--- src/cmt_map.svh ---
/*
  Offsets, field positions, reset values and timing figures of the
  core-memory timing and parity block.
  Assumes inclusion by bare name from the top module.
*/
`ifndef CMT_MAP_SVH
`define CMT_MAP_SVH

// Timing
`define CMT_CLK_NS 10
`define CMT_OSC_NS 60
`define CMT_OSC_CYCLES (`CMT_OSC_NS / `CMT_CLK_NS)

// Register byte offsets
`define CMT_OFF_CTRL 4'h0
`define CMT_OFF_STATUS 4'h4
`define CMT_OFF_ERR 4'h8
`define CMT_OFF_CYCLES 4'hC

// Control fields
`define CMT_CTRL_EN 0
`define CMT_CTRL_CHK 1
`define CMT_CTRL_RST 2'h3

// Status fields
`define CMT_ST_RUN 0
`define CMT_ST_PHASE 1
`define CMT_ST_SEQ_LO 2
`define CMT_ST_RDFLAG 6
`define CMT_ST_RXPAR 7
`define CMT_ST_GENPAR 8

// Error field
`define CMT_ERR_PFAIL 0

// AXI responses
`define CMT_RESP_OKAY 2'h0
`define CMT_RESP_SLVERR 2'h2

`endif

--- src/cmt_pkg.sv ---
/*
  Types shared by the core-memory timing and parity block.
  Assumes cmt_map.svh is on the include path.
*/
package cmt_pkg;

  // Twisted-ring stages a..d plus the read/write phase and run state
  typedef struct packed {
    logic run;
    logic e;
    logic d;
    logic c;
    logic b;
    logic a;
  } cmt_seq_s;

  // Drive pulses to the memory modules, active high
  typedef struct packed {
    logic early_read_pulse;
    logic late_read_pulse;
    logic inhibit_drive_pulse;
    logic write_drive_pulse;
  } cmt_drive_s;

  typedef enum logic [0:0] {
    CMT_WR_IDLE = 1'b0,
    CMT_WR_RESP = 1'b1
  } cmt_wr_state_e;

endpackage

--- src/cmt_core_memory_timing.sv ---
/*
  Core-memory cycle timing generator with parity generation and check,
  with an AXI4-Lite register slave.
  Assumes one 100 MHz clock; start strobes and memory buses arrive from
  outside this clock domain and are synchronised here.
*/
`timescale 1ns/1ps
`default_nettype none
`include "cmt_map.svh"

module cmt_core_memory_timing
  import cmt_pkg::*;
#(
  parameter int OSC_CYCLES = `CMT_OSC_CYCLES,
  parameter int DATA_W = 16
) (
  // Clock and reset
  input wire logic sys_clk,
  input wire logic reset_n,
  // Cycle requests
  input wire logic dma_cycle_start,
  input wire logic cpu_cycle_start,
  input wire logic cpu_read_req,
  input wire logic channel_write_active,
  // Processor status and module strap
  input wire logic cpu_memory_busy,
  input wire logic cpu_busy_hold,
  input wire logic data_bus_busy_n,
  input wire logic parity_module_present,
  // Memory buses
  input wire logic [DATA_W-1:0] memory_data_bus,
  input wire logic [DATA_W:0] memory_sense_bus,
  // Memory drive and parity
  output cmt_drive_s drive_q,
  output logic generated_parity_bit,
  output logic parity_write_bit,
  output logic read_cycle_flag,
  output logic parity_fail_flag,
  // AXI4-Lite slave
  input wire logic [3:0] s_axi_awaddr,
  input wire logic s_axi_awvalid,
  output logic s_axi_awready,
  input wire logic [31:0] s_axi_wdata,
  input wire logic [3:0] s_axi_wstrb,
  input wire logic s_axi_wvalid,
  output logic s_axi_wready,
  output logic [1:0] s_axi_bresp,
  output logic s_axi_bvalid,
  input wire logic s_axi_bready,
  input wire logic [3:0] s_axi_araddr,
  input wire logic s_axi_arvalid,
  output logic s_axi_arready,
  output logic [31:0] s_axi_rdata,
  output logic [1:0] s_axi_rresp,
  output logic s_axi_rvalid,
  input wire logic s_axi_rready
);

  localparam int SYNC_W = 2 * DATA_W + 8;

  // Parity over a word; low when the active bit count is even
  function automatic logic odd_parity(input logic [DATA_W-1:0] v);
    odd_parity = ^v;
  endfunction

  // Two-flop synchronisers for every pin input outside the AXI4-Lite port and reset_n
  logic [SYNC_W-1:0] pin_raw;
  logic [SYNC_W-1:0] sync1_q;
  logic [SYNC_W-1:0] sync2_q;
  assign pin_raw = {dma_cycle_start, cpu_cycle_start, cpu_read_req,
                    channel_write_active, cpu_memory_busy, cpu_busy_hold,
                    data_bus_busy_n, parity_module_present,
                    memory_data_bus, memory_sense_bus[DATA_W-1:0]};

  logic sense_par1_q;
  logic sense_par2_q;
  always_ff @(posedge sys_clk) begin
    if (!reset_n) begin
      sync1_q <= '0;
      sync2_q <= '0;
      sense_par1_q <= 1'b0;
      sense_par2_q <= 1'b0;
    end else begin
      sync1_q <= pin_raw;
      sync2_q <= sync1_q;
      sense_par1_q <= memory_sense_bus[DATA_W];
      sense_par2_q <= sense_par1_q;
    end
  end

  logic dma_start_s, cpu_start_s, cpu_read_s, chan_wr_s;
  logic cpu_busy_s, busy_hold_s, dbus_busy_n_s, par_present_s;
  logic [DATA_W-1:0] mdata_s;
  assign {dma_start_s, cpu_start_s, cpu_read_s, chan_wr_s, cpu_busy_s,
          busy_hold_s, dbus_busy_n_s, par_present_s, mdata_s} =
         sync2_q[SYNC_W-1:DATA_W];

  // Software control
  logic ctrl_en_q;
  logic ctrl_chk_q;

  // Start edge detection; a strobe held high starts only one cycle
  logic dma_prev_q;
  logic cpu_prev_q;
  always_ff @(posedge sys_clk) begin
    if (!reset_n) begin
      dma_prev_q <= 1'b0;
      cpu_prev_q <= 1'b0;
    end else begin
      dma_prev_q <= dma_start_s;
      cpu_prev_q <= cpu_start_s;
    end
  end

  cmt_seq_s seq_q;
  logic cpu_evt, dma_evt, start_evt;
  assign cpu_evt = cpu_start_s && !cpu_prev_q;
  assign dma_evt = dma_start_s && !dma_prev_q;
  // Starts arriving during a cycle are dropped, the requester must retry
  assign start_evt = ctrl_en_q && !seq_q.run && (cpu_evt || dma_evt);

  // Oscillator: one toggle every OSC_CYCLES clocks while running
  logic [7:0] osc_cnt_q;
  logic tick;
  assign tick = seq_q.run && (osc_cnt_q == 8'(OSC_CYCLES - 1));
  always_ff @(posedge sys_clk) begin
    if (!reset_n || start_evt || tick) begin
      osc_cnt_q <= '0;
    end else if (seq_q.run) begin
      osc_cnt_q <= osc_cnt_q + 8'h01;
    end
  end

  // Sequencer: stages and phase move on a toggle; run is set by a start and cleared on the last toggle
  logic run_stop;
  assign run_stop = seq_q.e && seq_q.d && !seq_q.c;
  always_ff @(posedge sys_clk) begin
    if (!reset_n) begin
      seq_q <= '0;
    end else if (start_evt) begin
      seq_q.run <= 1'b1;
    end else if (tick) begin
      seq_q.a <= !seq_q.d;
      seq_q.b <= seq_q.a;
      seq_q.c <= seq_q.b;
      seq_q.d <= seq_q.c;
      if (!seq_q.c && seq_q.d) begin
        seq_q.e <= !seq_q.e;
      end
      if (run_stop) begin
        seq_q.run <= 1'b0;
      end
    end
  end

  // Drive pulses, registered from the stage decode
  always_ff @(posedge sys_clk) begin
    if (!reset_n) begin
      drive_q <= '0;
    end else begin
      drive_q.early_read_pulse <= seq_q.run && !seq_q.e && seq_q.a && !seq_q.d;
      drive_q.late_read_pulse <= seq_q.run && !seq_q.e && seq_q.d;
      drive_q.inhibit_drive_pulse <= seq_q.run && seq_q.e && (seq_q.a || seq_q.d);
      drive_q.write_drive_pulse <= seq_q.run && seq_q.e && seq_q.b;
    end
  end

  // Kind of cycle: processor read or write, DMA read or write
  logic cpu_owner_q;
  always_ff @(posedge sys_clk) begin
    if (!reset_n) begin
      read_cycle_flag <= 1'b0;
      cpu_owner_q <= 1'b0;
    end else if (start_evt) begin
      read_cycle_flag <= cpu_evt && cpu_read_s;
      cpu_owner_q <= cpu_evt;
    end else if (!seq_q.run) begin
      read_cycle_flag <= 1'b0;
    end
  end

  // Toggles at the start of the cycle, at the end of read capture and at the read/write boundary
  logic capture_tick, check_tick, first_tick;
  assign first_tick = tick && !seq_q.e && !seq_q.a && !seq_q.d;
  assign capture_tick = tick && !seq_q.e && seq_q.c && !seq_q.d;
  assign check_tick = tick && !seq_q.e && !seq_q.c && seq_q.d;

  logic rx_par_q;
  always_ff @(posedge sys_clk) begin
    if (!reset_n || first_tick) begin
      rx_par_q <= 1'b0;
    end else if (capture_tick) begin
      rx_par_q <= sense_par2_q;
    end
  end

  logic gen_par;
  logic is_write;
  assign gen_par = odd_parity(mdata_s);
  // A DMA channel flags writes itself; a processor cycle is a write if not a read
  assign is_write = cpu_owner_q ? !read_cycle_flag : chan_wr_s;
  always_ff @(posedge sys_clk) begin
    if (!reset_n) begin
      generated_parity_bit <= 1'b0;
      parity_write_bit <= 1'b0;
    end else begin
      generated_parity_bit <= gen_par;
      if (check_tick) begin
        parity_write_bit <= is_write ? gen_par : rx_par_q;
      end
    end
  end

  // Fail pulse lasts one clock; parity_module_present low disables it
  logic fail_cond;
  assign fail_cond = check_tick && ctrl_chk_q && read_cycle_flag && par_present_s &&
                     cpu_busy_s && busy_hold_s && dbus_busy_n_s &&
                     (gen_par != rx_par_q);
  always_ff @(posedge sys_clk) begin
    if (!reset_n) begin
      parity_fail_flag <= 1'b0;
    end else begin
      parity_fail_flag <= fail_cond;
    end
  end

  // Cycle counter for software
  logic [31:0] cycles_q;
  always_ff @(posedge sys_clk) begin
    if (!reset_n) begin
      cycles_q <= '0;
    end else if (start_evt) begin
      cycles_q <= cycles_q + 32'h0000_0001;
    end
  end

  // AXI4-Lite write side: address and data taken in either order
  cmt_wr_state_e wr_state_q;
  logic aw_got_q, w_got_q;
  logic [3:0] awaddr_q;
  logic [31:0] wdata_q;
  logic [3:0] wstrb_q;
  logic wr_do;
  assign wr_do = (wr_state_q == CMT_WR_IDLE) && aw_got_q && w_got_q;

  always_ff @(posedge sys_clk) begin
    if (!reset_n) begin
      aw_got_q <= 1'b0;
      w_got_q <= 1'b0;
      awaddr_q <= '0;
      wdata_q <= '0;
      wstrb_q <= '0;
    end else if (wr_do) begin
      aw_got_q <= 1'b0;
      w_got_q <= 1'b0;
    end else begin
      if (s_axi_awvalid && s_axi_awready) begin
        aw_got_q <= 1'b1;
        awaddr_q <= s_axi_awaddr;
      end
      if (s_axi_wvalid && s_axi_wready) begin
        w_got_q <= 1'b1;
        wdata_q <= s_axi_wdata;
        wstrb_q <= s_axi_wstrb;
      end
    end
  end

  logic aw_next_got, w_next_got;
  assign aw_next_got = aw_got_q || (s_axi_awvalid && s_axi_awready);
  assign w_next_got = w_got_q || (s_axi_wvalid && s_axi_wready);
  always_ff @(posedge sys_clk) begin
    if (!reset_n) begin
      s_axi_awready <= 1'b0;
      s_axi_wready <= 1'b0;
    end else begin
      s_axi_awready <= (wr_state_q == CMT_WR_IDLE) && !wr_do && !aw_next_got;
      s_axi_wready <= (wr_state_q == CMT_WR_IDLE) && !wr_do && !w_next_got;
    end
  end

  logic wr_hit;
  assign wr_hit = (awaddr_q == `CMT_OFF_CTRL) || (awaddr_q == `CMT_OFF_ERR) ||
                  (awaddr_q == `CMT_OFF_STATUS) || (awaddr_q == `CMT_OFF_CYCLES);
  always_ff @(posedge sys_clk) begin
    if (!reset_n) begin
      wr_state_q <= CMT_WR_IDLE;
      s_axi_bvalid <= 1'b0;
      s_axi_bresp <= `CMT_RESP_OKAY;
    end else begin
      case (wr_state_q)
        CMT_WR_IDLE: begin
          if (wr_do) begin
            wr_state_q <= CMT_WR_RESP;
            s_axi_bvalid <= 1'b1;
            s_axi_bresp <= wr_hit ? `CMT_RESP_OKAY : `CMT_RESP_SLVERR;
          end
        end
        CMT_WR_RESP: begin
          if (s_axi_bready) begin
            wr_state_q <= CMT_WR_IDLE;
            s_axi_bvalid <= 1'b0;
          end
        end
        default: begin
          wr_state_q <= CMT_WR_IDLE;
          s_axi_bvalid <= 1'b0;
        end
      endcase
    end
  end

  // Control register; read-only registers ignore writes
  always_ff @(posedge sys_clk) begin
    if (!reset_n) begin
      {ctrl_chk_q, ctrl_en_q} <= `CMT_CTRL_RST;
    end else if (wr_do && (awaddr_q == `CMT_OFF_CTRL) && wstrb_q[0]) begin
      ctrl_en_q <= wdata_q[`CMT_CTRL_EN];
      ctrl_chk_q <= wdata_q[`CMT_CTRL_CHK];
    end
  end

  // Sticky parity error, write one to clear; a new failure wins over the clear
  logic err_q;
  always_ff @(posedge sys_clk) begin
    if (!reset_n) begin
      err_q <= 1'b0;
    end else if (fail_cond) begin
      err_q <= 1'b1;
    end else if (wr_do && (awaddr_q == `CMT_OFF_ERR) && wstrb_q[0] &&
                 wdata_q[`CMT_ERR_PFAIL]) begin
      err_q <= 1'b0;
    end
  end

  // AXI4-Lite read side: one read at a time, answer one clock after address
  logic [31:0] status_w;
  always_comb begin
    status_w = '0;
    status_w[`CMT_ST_RUN] = seq_q.run;
    status_w[`CMT_ST_PHASE] = seq_q.e;
    status_w[`CMT_ST_SEQ_LO +: 4] = {seq_q.d, seq_q.c, seq_q.b, seq_q.a};
    status_w[`CMT_ST_RDFLAG] = read_cycle_flag;
    status_w[`CMT_ST_RXPAR] = rx_par_q;
    status_w[`CMT_ST_GENPAR] = gen_par;
  end

  always_ff @(posedge sys_clk) begin
    if (!reset_n) begin
      s_axi_arready <= 1'b0;
      s_axi_rvalid <= 1'b0;
      s_axi_rdata <= '0;
      s_axi_rresp <= `CMT_RESP_OKAY;
    end else if (s_axi_rvalid) begin
      if (s_axi_rready) begin
        s_axi_rvalid <= 1'b0;
      end
      s_axi_arready <= 1'b0;
    end else if (s_axi_arvalid && s_axi_arready) begin
      s_axi_arready <= 1'b0;
      s_axi_rvalid <= 1'b1;
      s_axi_rresp <= `CMT_RESP_OKAY;
      case (s_axi_araddr)
        `CMT_OFF_CTRL: s_axi_rdata <= {30'h0, ctrl_chk_q, ctrl_en_q};
        `CMT_OFF_STATUS: s_axi_rdata <= status_w;
        `CMT_OFF_ERR: s_axi_rdata <= {31'h0, err_q};
        `CMT_OFF_CYCLES: s_axi_rdata <= cycles_q;
        default: begin
          s_axi_rdata <= '0;
          s_axi_rresp <= `CMT_RESP_SLVERR;
        end
      endcase
    end else begin
      s_axi_arready <= 1'b1;
    end
  end

  // Checks
  AST_RUN_SET: assert property (@(posedge sys_clk) disable iff (!reset_n)
    start_evt |=> seq_q.run ##1 (osc_cnt_q == 8'h01))
    else $error("run not set by start");

  AST_ONE_BIT: assert property (@(posedge sys_clk) disable iff (!reset_n)
    tick |=> $countones({seq_q.d, seq_q.c, seq_q.b, seq_q.a} ^
                        $past({seq_q.d, seq_q.c, seq_q.b, seq_q.a})) == 1)
    else $error("stage change not single bit");

  AST_REST: assert property (@(posedge sys_clk) disable iff (!reset_n)
    !seq_q.run |-> ({seq_q.e, seq_q.d, seq_q.c, seq_q.b, seq_q.a} == 5'h00))
    else $error("sequencer not at rest");

  AST_FIRST_SET: assert property (@(posedge sys_clk) disable iff (!reset_n)
    first_tick |=> seq_q.a && !seq_q.b ##0 (!tick)[*5] ##1 tick ##1 seq_q.b)
    else $error("stage order wrong");

  AST_PHASE: assert property (@(posedge sys_clk) disable iff (!reset_n)
    (tick && !(seq_q.d && !seq_q.c)) |=> $stable(seq_q.e))
    else $error("phase toggled outside window");

  AST_RUN_CLR: assert property (@(posedge sys_clk) disable iff (!reset_n)
    (tick && run_stop) |=> !seq_q.run ##1 (!seq_q.run || $past(start_evt)))
    else $error("run not cleared at end");

  AST_TICK_GAP: assert property (@(posedge sys_clk) disable iff (!reset_n)
    tick |=> (!tick)[*5])
    else $error("toggle spacing below period");

  AST_FAIL_PULSE: assert property (@(posedge sys_clk) disable iff (!reset_n)
    parity_fail_flag |-> err_q ##1 !parity_fail_flag)
    else $error("fail flag longer than one clock");

  AST_FAIL_QUAL: assert property (@(posedge sys_clk) disable iff (!reset_n)
    (check_tick && (gen_par == rx_par_q)) |=> !parity_fail_flag)
    else $error("fail on matching parity");

  AST_PAR_CLR: assert property (@(posedge sys_clk) disable iff (!reset_n)
    first_tick |=> !rx_par_q)
    else $error("captured parity not cleared");

  AST_WR_PAR: assert property (@(posedge sys_clk) disable iff (!reset_n)
    (check_tick && is_write) |=> (parity_write_bit == $past(gen_par)))
    else $error("write parity not generated value");

endmodule
`default_nettype wire

--- config.mk ---
export PLATFORM = sky130hd
export DESIGN_NAME = cmt_core_memory_timing
export DESIGN_NICKNAME = d
export VERILOG_FILES = /design/src/cmt_pkg.sv /design/src/cmt_core_memory_timing.sv
export VERILOG_INCLUDE_DIRS = /design/src
export SDC_FILE = /design/constraint.sdc
export NUM_CORES = 1
export LEC_CHECK = 0
export BUFFER_PORTS_ARGS = -buffer_cell sky130_fd_sc_hd__buf_2
export CORE_MARGIN = 3
export CORE_UTILIZATION = 53
export DETAILED_ROUTE_END_ITERATION = 7
export PLACE_DENSITY = 0.85
export SLEW_MARGIN = 20
export SYNTH_ARGS = -nofsm -noshare
export SYNTH_HDL_FRONTEND = slang
export SYNTH_SLANG_ARGS = --single-unit
--- constraint.sdc ---
create_clock -name sys_clk -period 2.18 [get_ports sys_clk]
set_clock_uncertainty 0.2 [all_clocks]
set_input_delay 0.327 -clock sys_clk [delete_from_list [all_inputs] [get_ports sys_clk]]
set_output_delay 0.327 -clock sys_clk [all_outputs]
set_load 0.05 [all_outputs]
Word level (Yosys, flattened, before mapping):

Cells that the tools add are included.
Widths: inputs -> output; s select.

* register bits after elaboration: 194
* input bits: 92
* output and inout bits: 49

* $add $sub $neg: 2
* equal/unequal tests: 11
* muxes and demuxes: 23
* bitwise logic cells: 5
* reductions and logical operators: 82

Operators with widths (count)
* $pmux 32 s4: 1
* $logic_and 1x1->1: 43
* $add 32x1->32 const B: 1
* $mux 1: 17
* $eq 4x4->1 const B: 4
* $reduce_xor 16->1: 1
* $reduce_and 2->1: 7
* $logic_not 1->1: 12
* $logic_or 1x1->1: 10
* $add 8x1->8 const B: 1
* $eq 4x3->1 const B: 2
* $eq 8x3->1 const B: 1
* $logic_not 4->1: 2
* $mux 6: 1
* $reduce_bool 2->1: 3
* $not 1->1: 5
* $mux 2: 2
* $ne 2x2->1 const B: 2
* $pmux 1 s2: 2
* $reduce_or 2->1: 2
* $reduce_or 4->1: 1
* $reduce_and 3->1: 1
* $ne 2x1->1 const B: 1
* $ne 1x1->1: 1

Logic depth before layout (Yosys ltp):

* depth in word-level cells: 13
* mapped depth: 9
* mapped depth without buffers: 7

Worst setup path after synthesis:

No wires, ideal clock.

* path type: reg-to-reg
* start point: reg s_axi_arready
* end point: reg s_axi_rdata[21]
* setup time: 0.066 ns
* arrival time: 1.983 ns
* data required time: 1.914 ns
* setup slack: -0.068 ns
* stages on the path, launching flop included: 10
* cells stage by stage: dfxtp_1 > nand2_1 > or2_1 > buf_6 > nor4b_4 > and2_1 > buf_6 > buf_12 > a22oi_2 > nor2_2

* cells in the longest elaborated chain, start to end: 2

RTL lines
* from (decl): line cmt_core_memory_timing.sv:52 `output logic s_axi_arready,`
* from (signal assigned): line cmt_core_memory_timing.sv:350 `s_axi_arready <= 1'b0;`
* from (signal assigned): line cmt_core_memory_timing.sv:358 `s_axi_arready <= 1'b0;`
* from (signal assigned): line cmt_core_memory_timing.sv:360 `s_axi_arready <= 1'b0;`
* $logic_and 1x1->1: line cmt_core_memory_timing.sv:359 `end else if (s_axi_arvalid && s_axi_arready) begin`
* $reduce_and 2->1 (no line)
* to (signal assigned): line cmt_core_memory_timing.sv:364 `` `CMT_OFF_CTRL: s_axi_rdata <= {30'h0, ctrl_chk_q, ctrl_en_q}; ``
* to (signal assigned): line cmt_core_memory_timing.sv:365 `` `CMT_OFF_STATUS: s_axi_rdata <= status_w; ``
* to (signal assigned): line cmt_core_memory_timing.sv:366 `` `CMT_OFF_ERR: s_axi_rdata <= {31'h0, err_q}; ``
* to (decl): line cmt_core_memory_timing.sv:53 `output logic [31:0] s_axi_rdata,`

Every way passes these cells.
A chain may end at the register's enable or synchronous reset.

Worst setup path after layout:

* start point: reg cycles_q[3]
* end point: reg cycles_q[22]

* cells in the longest elaborated chain, start to end: 1

RTL lines
* from (decl): line cmt_core_memory_timing.sv:228 `logic [31:0] cycles_q;`
* from (signal assigned): line cmt_core_memory_timing.sv:233 `cycles_q <= cycles_q + 32'h0000_0001;`
* $add 32x1->32: line cmt_core_memory_timing.sv:233

Every way passes these cells.

==> impl_results.md <==
* Sequential Power Share at 46.9%
* Drt via density at 5.28
* Via Count at 4648
* Peak supply drop at 0.731 mV
* Hold path cells at 3
* Clock Latency Late Sink at 0.43 ns
* Worst Setup End Kind: flip-flop
* Post-Syn Instances at 600
* FF-to-FF path depth at 6
* CP Launch Type: flip-flop
* Max Slew Vio Count at 0
* Antenna Diode Count at 0
* IO Pins at 141
* Longest Clk Path Bufs at 2
* Register area share after synthesis at 52.3%
* Synth Area in XOR/XNOR at 7.29%
* Antenna Nets Post-Route at 0
* Die ar. at 12900 sq um
* Yosys cell types at 54
* Core Area at 11100 sq um
* Mapped Area at 6130 sq um
* Critical R2R Capture: cycles_q[22]
* Final period util at 95.0%
* Hold_sp: reset_n
* Grt total ovfl at 0
* Mux cell area share after synthesis at 3.59%
* Status: finished clean
* Switching Share at 23.6%
* CTS tree: built
* Required time worst endpoint at 2.29 ns
* Final hold slack at 0.0233 ns
* Largest net degree at the start of global routing at 85
* Simple-gate share of the synthesized area at 23.0%
* Hpwl dp at 8590 um
* Die H at 114 um
* First-pass GRT wire length at 22900 um
* Pint at 4.96 mW
* Number of flops mapped to enable cells by yosys at 0
* Clock transition at path regs at 0.06 ns
* # fillers at 803
* Routed length per instance at 15.3 um
* Clock share of power at 45.5%
* Post-synthesis compound-gate area fraction at 9.78%
* DRC at 0
* Layout cells sized above 1 at 26.6%
* Total GRT Usage at 22.4%
* Fin. Hold Viols at 0
* Num CTS Buffers at 17
* Number of port buffers at 89
* Setup TNS at 0 ns
* Area grow syn2layout at 25.2%
* Leakage at 3.11 nW
* Number of global-route vias before repair at 4843
* Synthesis Warnings at 0
* Register bit count reported by yosys at 160
* Power Dens Cells at 845 nW/um^2
* Design Power at 6.49 mW
* Hold/Removal Path Class: in -> reg
* Initial antenna violation count at 0
* Placer Congestion at 0.830
* Drt initial violations at 333
* Starting density of the core at 55.3%
* Nets at 823
* Root Buffer: clkbuf_16
* Max-capacitance violation count at 0
* Critical Path AT at 2.18 ns
* RSZ-0062 raised after global routing: no
* R2R Setup Slk at 0.11 ns
* Adder-cell share of the synthesized area at 0.612%
* Endpoints failing setup at 0
* Syn_area_per_cell at 10.2 sq um
* Post-layout util at 69.3%
* Psw at 1.53 mW
* H-Tree Level Count at 4
* R2R Path Start: cycles_q[3]
* WHS Endpoint: s_axi_rdata[8]
* Drt pass-1 iters at 4
* Largest family of logic cells by synthesized area: simple AND/OR/NAND/NOR gates
* Comb power frac at 7.6%
* CP max FO at 8
* Post-synth ARST share at 0%
* Clock Sink Count at 160
* Final Critical Period at 2.07 ns
* Drt total wl at 13500 um
* WS Path Type: reg -> reg
* Synth Flop Type: dfxtp_1
* Max Fclk at 0.483 GHz
* Row count at 38
* Die Span X at 114 um
==> logic make-up after synthesis <==
group / Yosys count
other: 1
and+or+nand+nor: 260
AOI/OAI and AO/OA: 67
xor gates and xnor gates: 51
buffers and inverters: 38
adders and majority gates: 3
muxes: 20
DFF: 160
==> synth_stat cells (2+ instances only) <==
master | instances | area [sq um]
mux2_2 | 6 | 67.6
a22oi_1 | 12 | 90.1
a22oi_2 | 20 | 250
inv_1 | 6 | 22.5
or3_1 | 5 | 31.3
buf_1 | 3 | 11.3
xor2_1 | 23 | 201
clkbuf_1 | 17 | 63.8
and4_1 | 6 | 52.6
a211oi_1 | 6 | 45.0
xnor2_1 | 28 | 245
a21oi_1 | 10 | 50.1
ha_1 | 3 | 37.5
nor4_1 | 2 | 12.5
buf_12 | 2 | 40.0
o21ai_0 | 8 | 40.0
dfxtp_1 | 160 | 3200
and2_1 | 57 | 357
nor2_1 | 76 | 285
nor3b_1 | 3 | 22.5
nor2_2 | 20 | 125
nand4b_1 | 3 | 26.3
nor3_1 | 6 | 30.0
buf_2 | 4 | 20.0
nor2b_1 | 6 | 37.5
buf_4 | 4 | 30.0
buf_6 | 2 | 22.5
nand2b_1 | 3 | 18.8
nand3_1 | 17 | 85.1
and3_1 | 12 | 75.1
mux2i_1 | 13 | 130
nand2_1 | 28 | 105
nand4_1 | 8 | 50.1
==> flip-flops by register name, summed over array words and instances, names as in the netlist, 2 cells and up <==
| register | cells |
|---|---|
| cycles_q | 32 |
| s_axi_rdata | 32 |
| sync1_q | 24 |
| sync2_q | 24 |
| osc_cnt_q | 8 |
| seq_q | 6 |
| awaddr_q | 4 |
| drive_q | 4 |
| wdata_q | 2 |
==> worst max-delay path by stage <==
stage	from	to	slack, ns	cells after the start
after floorplan	s_axi_rvalid	s_axi_rdata[21]	0.09	8
after global placement	osc_cnt_q[1]	osc_cnt_q[1]	0.20	6
after detailed placement	cycles_q[3]	cycles_q[28]	0.13	6
after CTS	cycles_q[3]	cycles_q[22]	0.02	6
after global routing	cycles_q[3]	cycles_q[12]	0.02	6
final	cycles_q[3]	cycles_q[22]	0.11	6
==> layout make-up <==
type	instances	area [sq um]	area share, %
flip-flops and latches	160	3200	41.7
inverters	6	22.5	0.293
repair buffers	140	943	12.3
clock buffers	20	447	5.82
well taps	140	175	2.28
multi-input cells	403	2740	35.7
clock inverters	12	145	1.89
==> per-layer routing <==
| metal | track usage (%) | up-vias | wire length, um |
|---|---|---|---|
| met2 | 39.5 | 129 | 7060 |
| met1 | 25.4 | 2211 | 5420 |
| met5 | 0 | - | 0 |
| li1 | - | 2277 | - |
| met4 | 10.6 | 0 | 357 |
| met3 | 5.62 | 31 | 644 |
==> layout by cell type, fill, tap and decap left out, types with 4 or more instances in the layout <==
cell             n
buf_2           89
a22oi_1         12
clkbuf_16       17
nand3_1         17
nor3_1           5
xor2_1          23
dfxtp_1        159
nand4_1          8
clkinvlp_4       4
mux2i_1         13
a21oi_1         10
nor2b_1          6
a211oi_1         6
or3_1            4
xnor2_1         28
and2_1          57
nand2_1         28
inv_1            5
and4_1           5
inv_6            4
a22oi_2         20
dlygate4sd3_1   36
buf_4           13
o21ai_0          8
nor2_1          76
and3_1          11
mux2_2           6
nor2_2          20
==> power groups by stage <==
stage	registers [mW]	clock network [mW]	logic, mW
global route	3.05	3.13	0.540
finish	3.04	2.95	0.493
CTS	3.04	2.99	0.490
detailed placement	3.10	0	0.436
floorplan	3.15	0	0.249
global placement	3.10	0	0.419
==> critical path, stage by stage, from the launching register on <==
cell and delay [ns]:
dfxtp_1 0.43, and4_1 0.27, and3_2 0.24, and4_2 0.37, nand3_1 0.15, xor2_1 0.21, nor2_1 0.06
==> per-stage QoR <==
| step | cell area [sq um] | setup WS, ns | instances |
|---|---|---|---|
| after floorplan | 6130 | 0.0932 | 601 |
| after global placement | 6710 | 0.203 | 813 |
| after detailed placement | 6710 | 0.127 | 813 |
| after CTS | 7660 | 0.0159 | 881 |
| after global routing | 7680 | 0.0178 | 881 |
| final | 7680 | 0.109 | 881 |
==> timing repair <==
action | in CTS | in global routing
endpoints found under the setup margin | 0 | 10
hold buffers | 36 | 0
gates resized for setup | 0 | 5
setup buffers | 0 | 0
hold endpoints to repair | 36 | 0
Power figures use the tool's default switching activity.
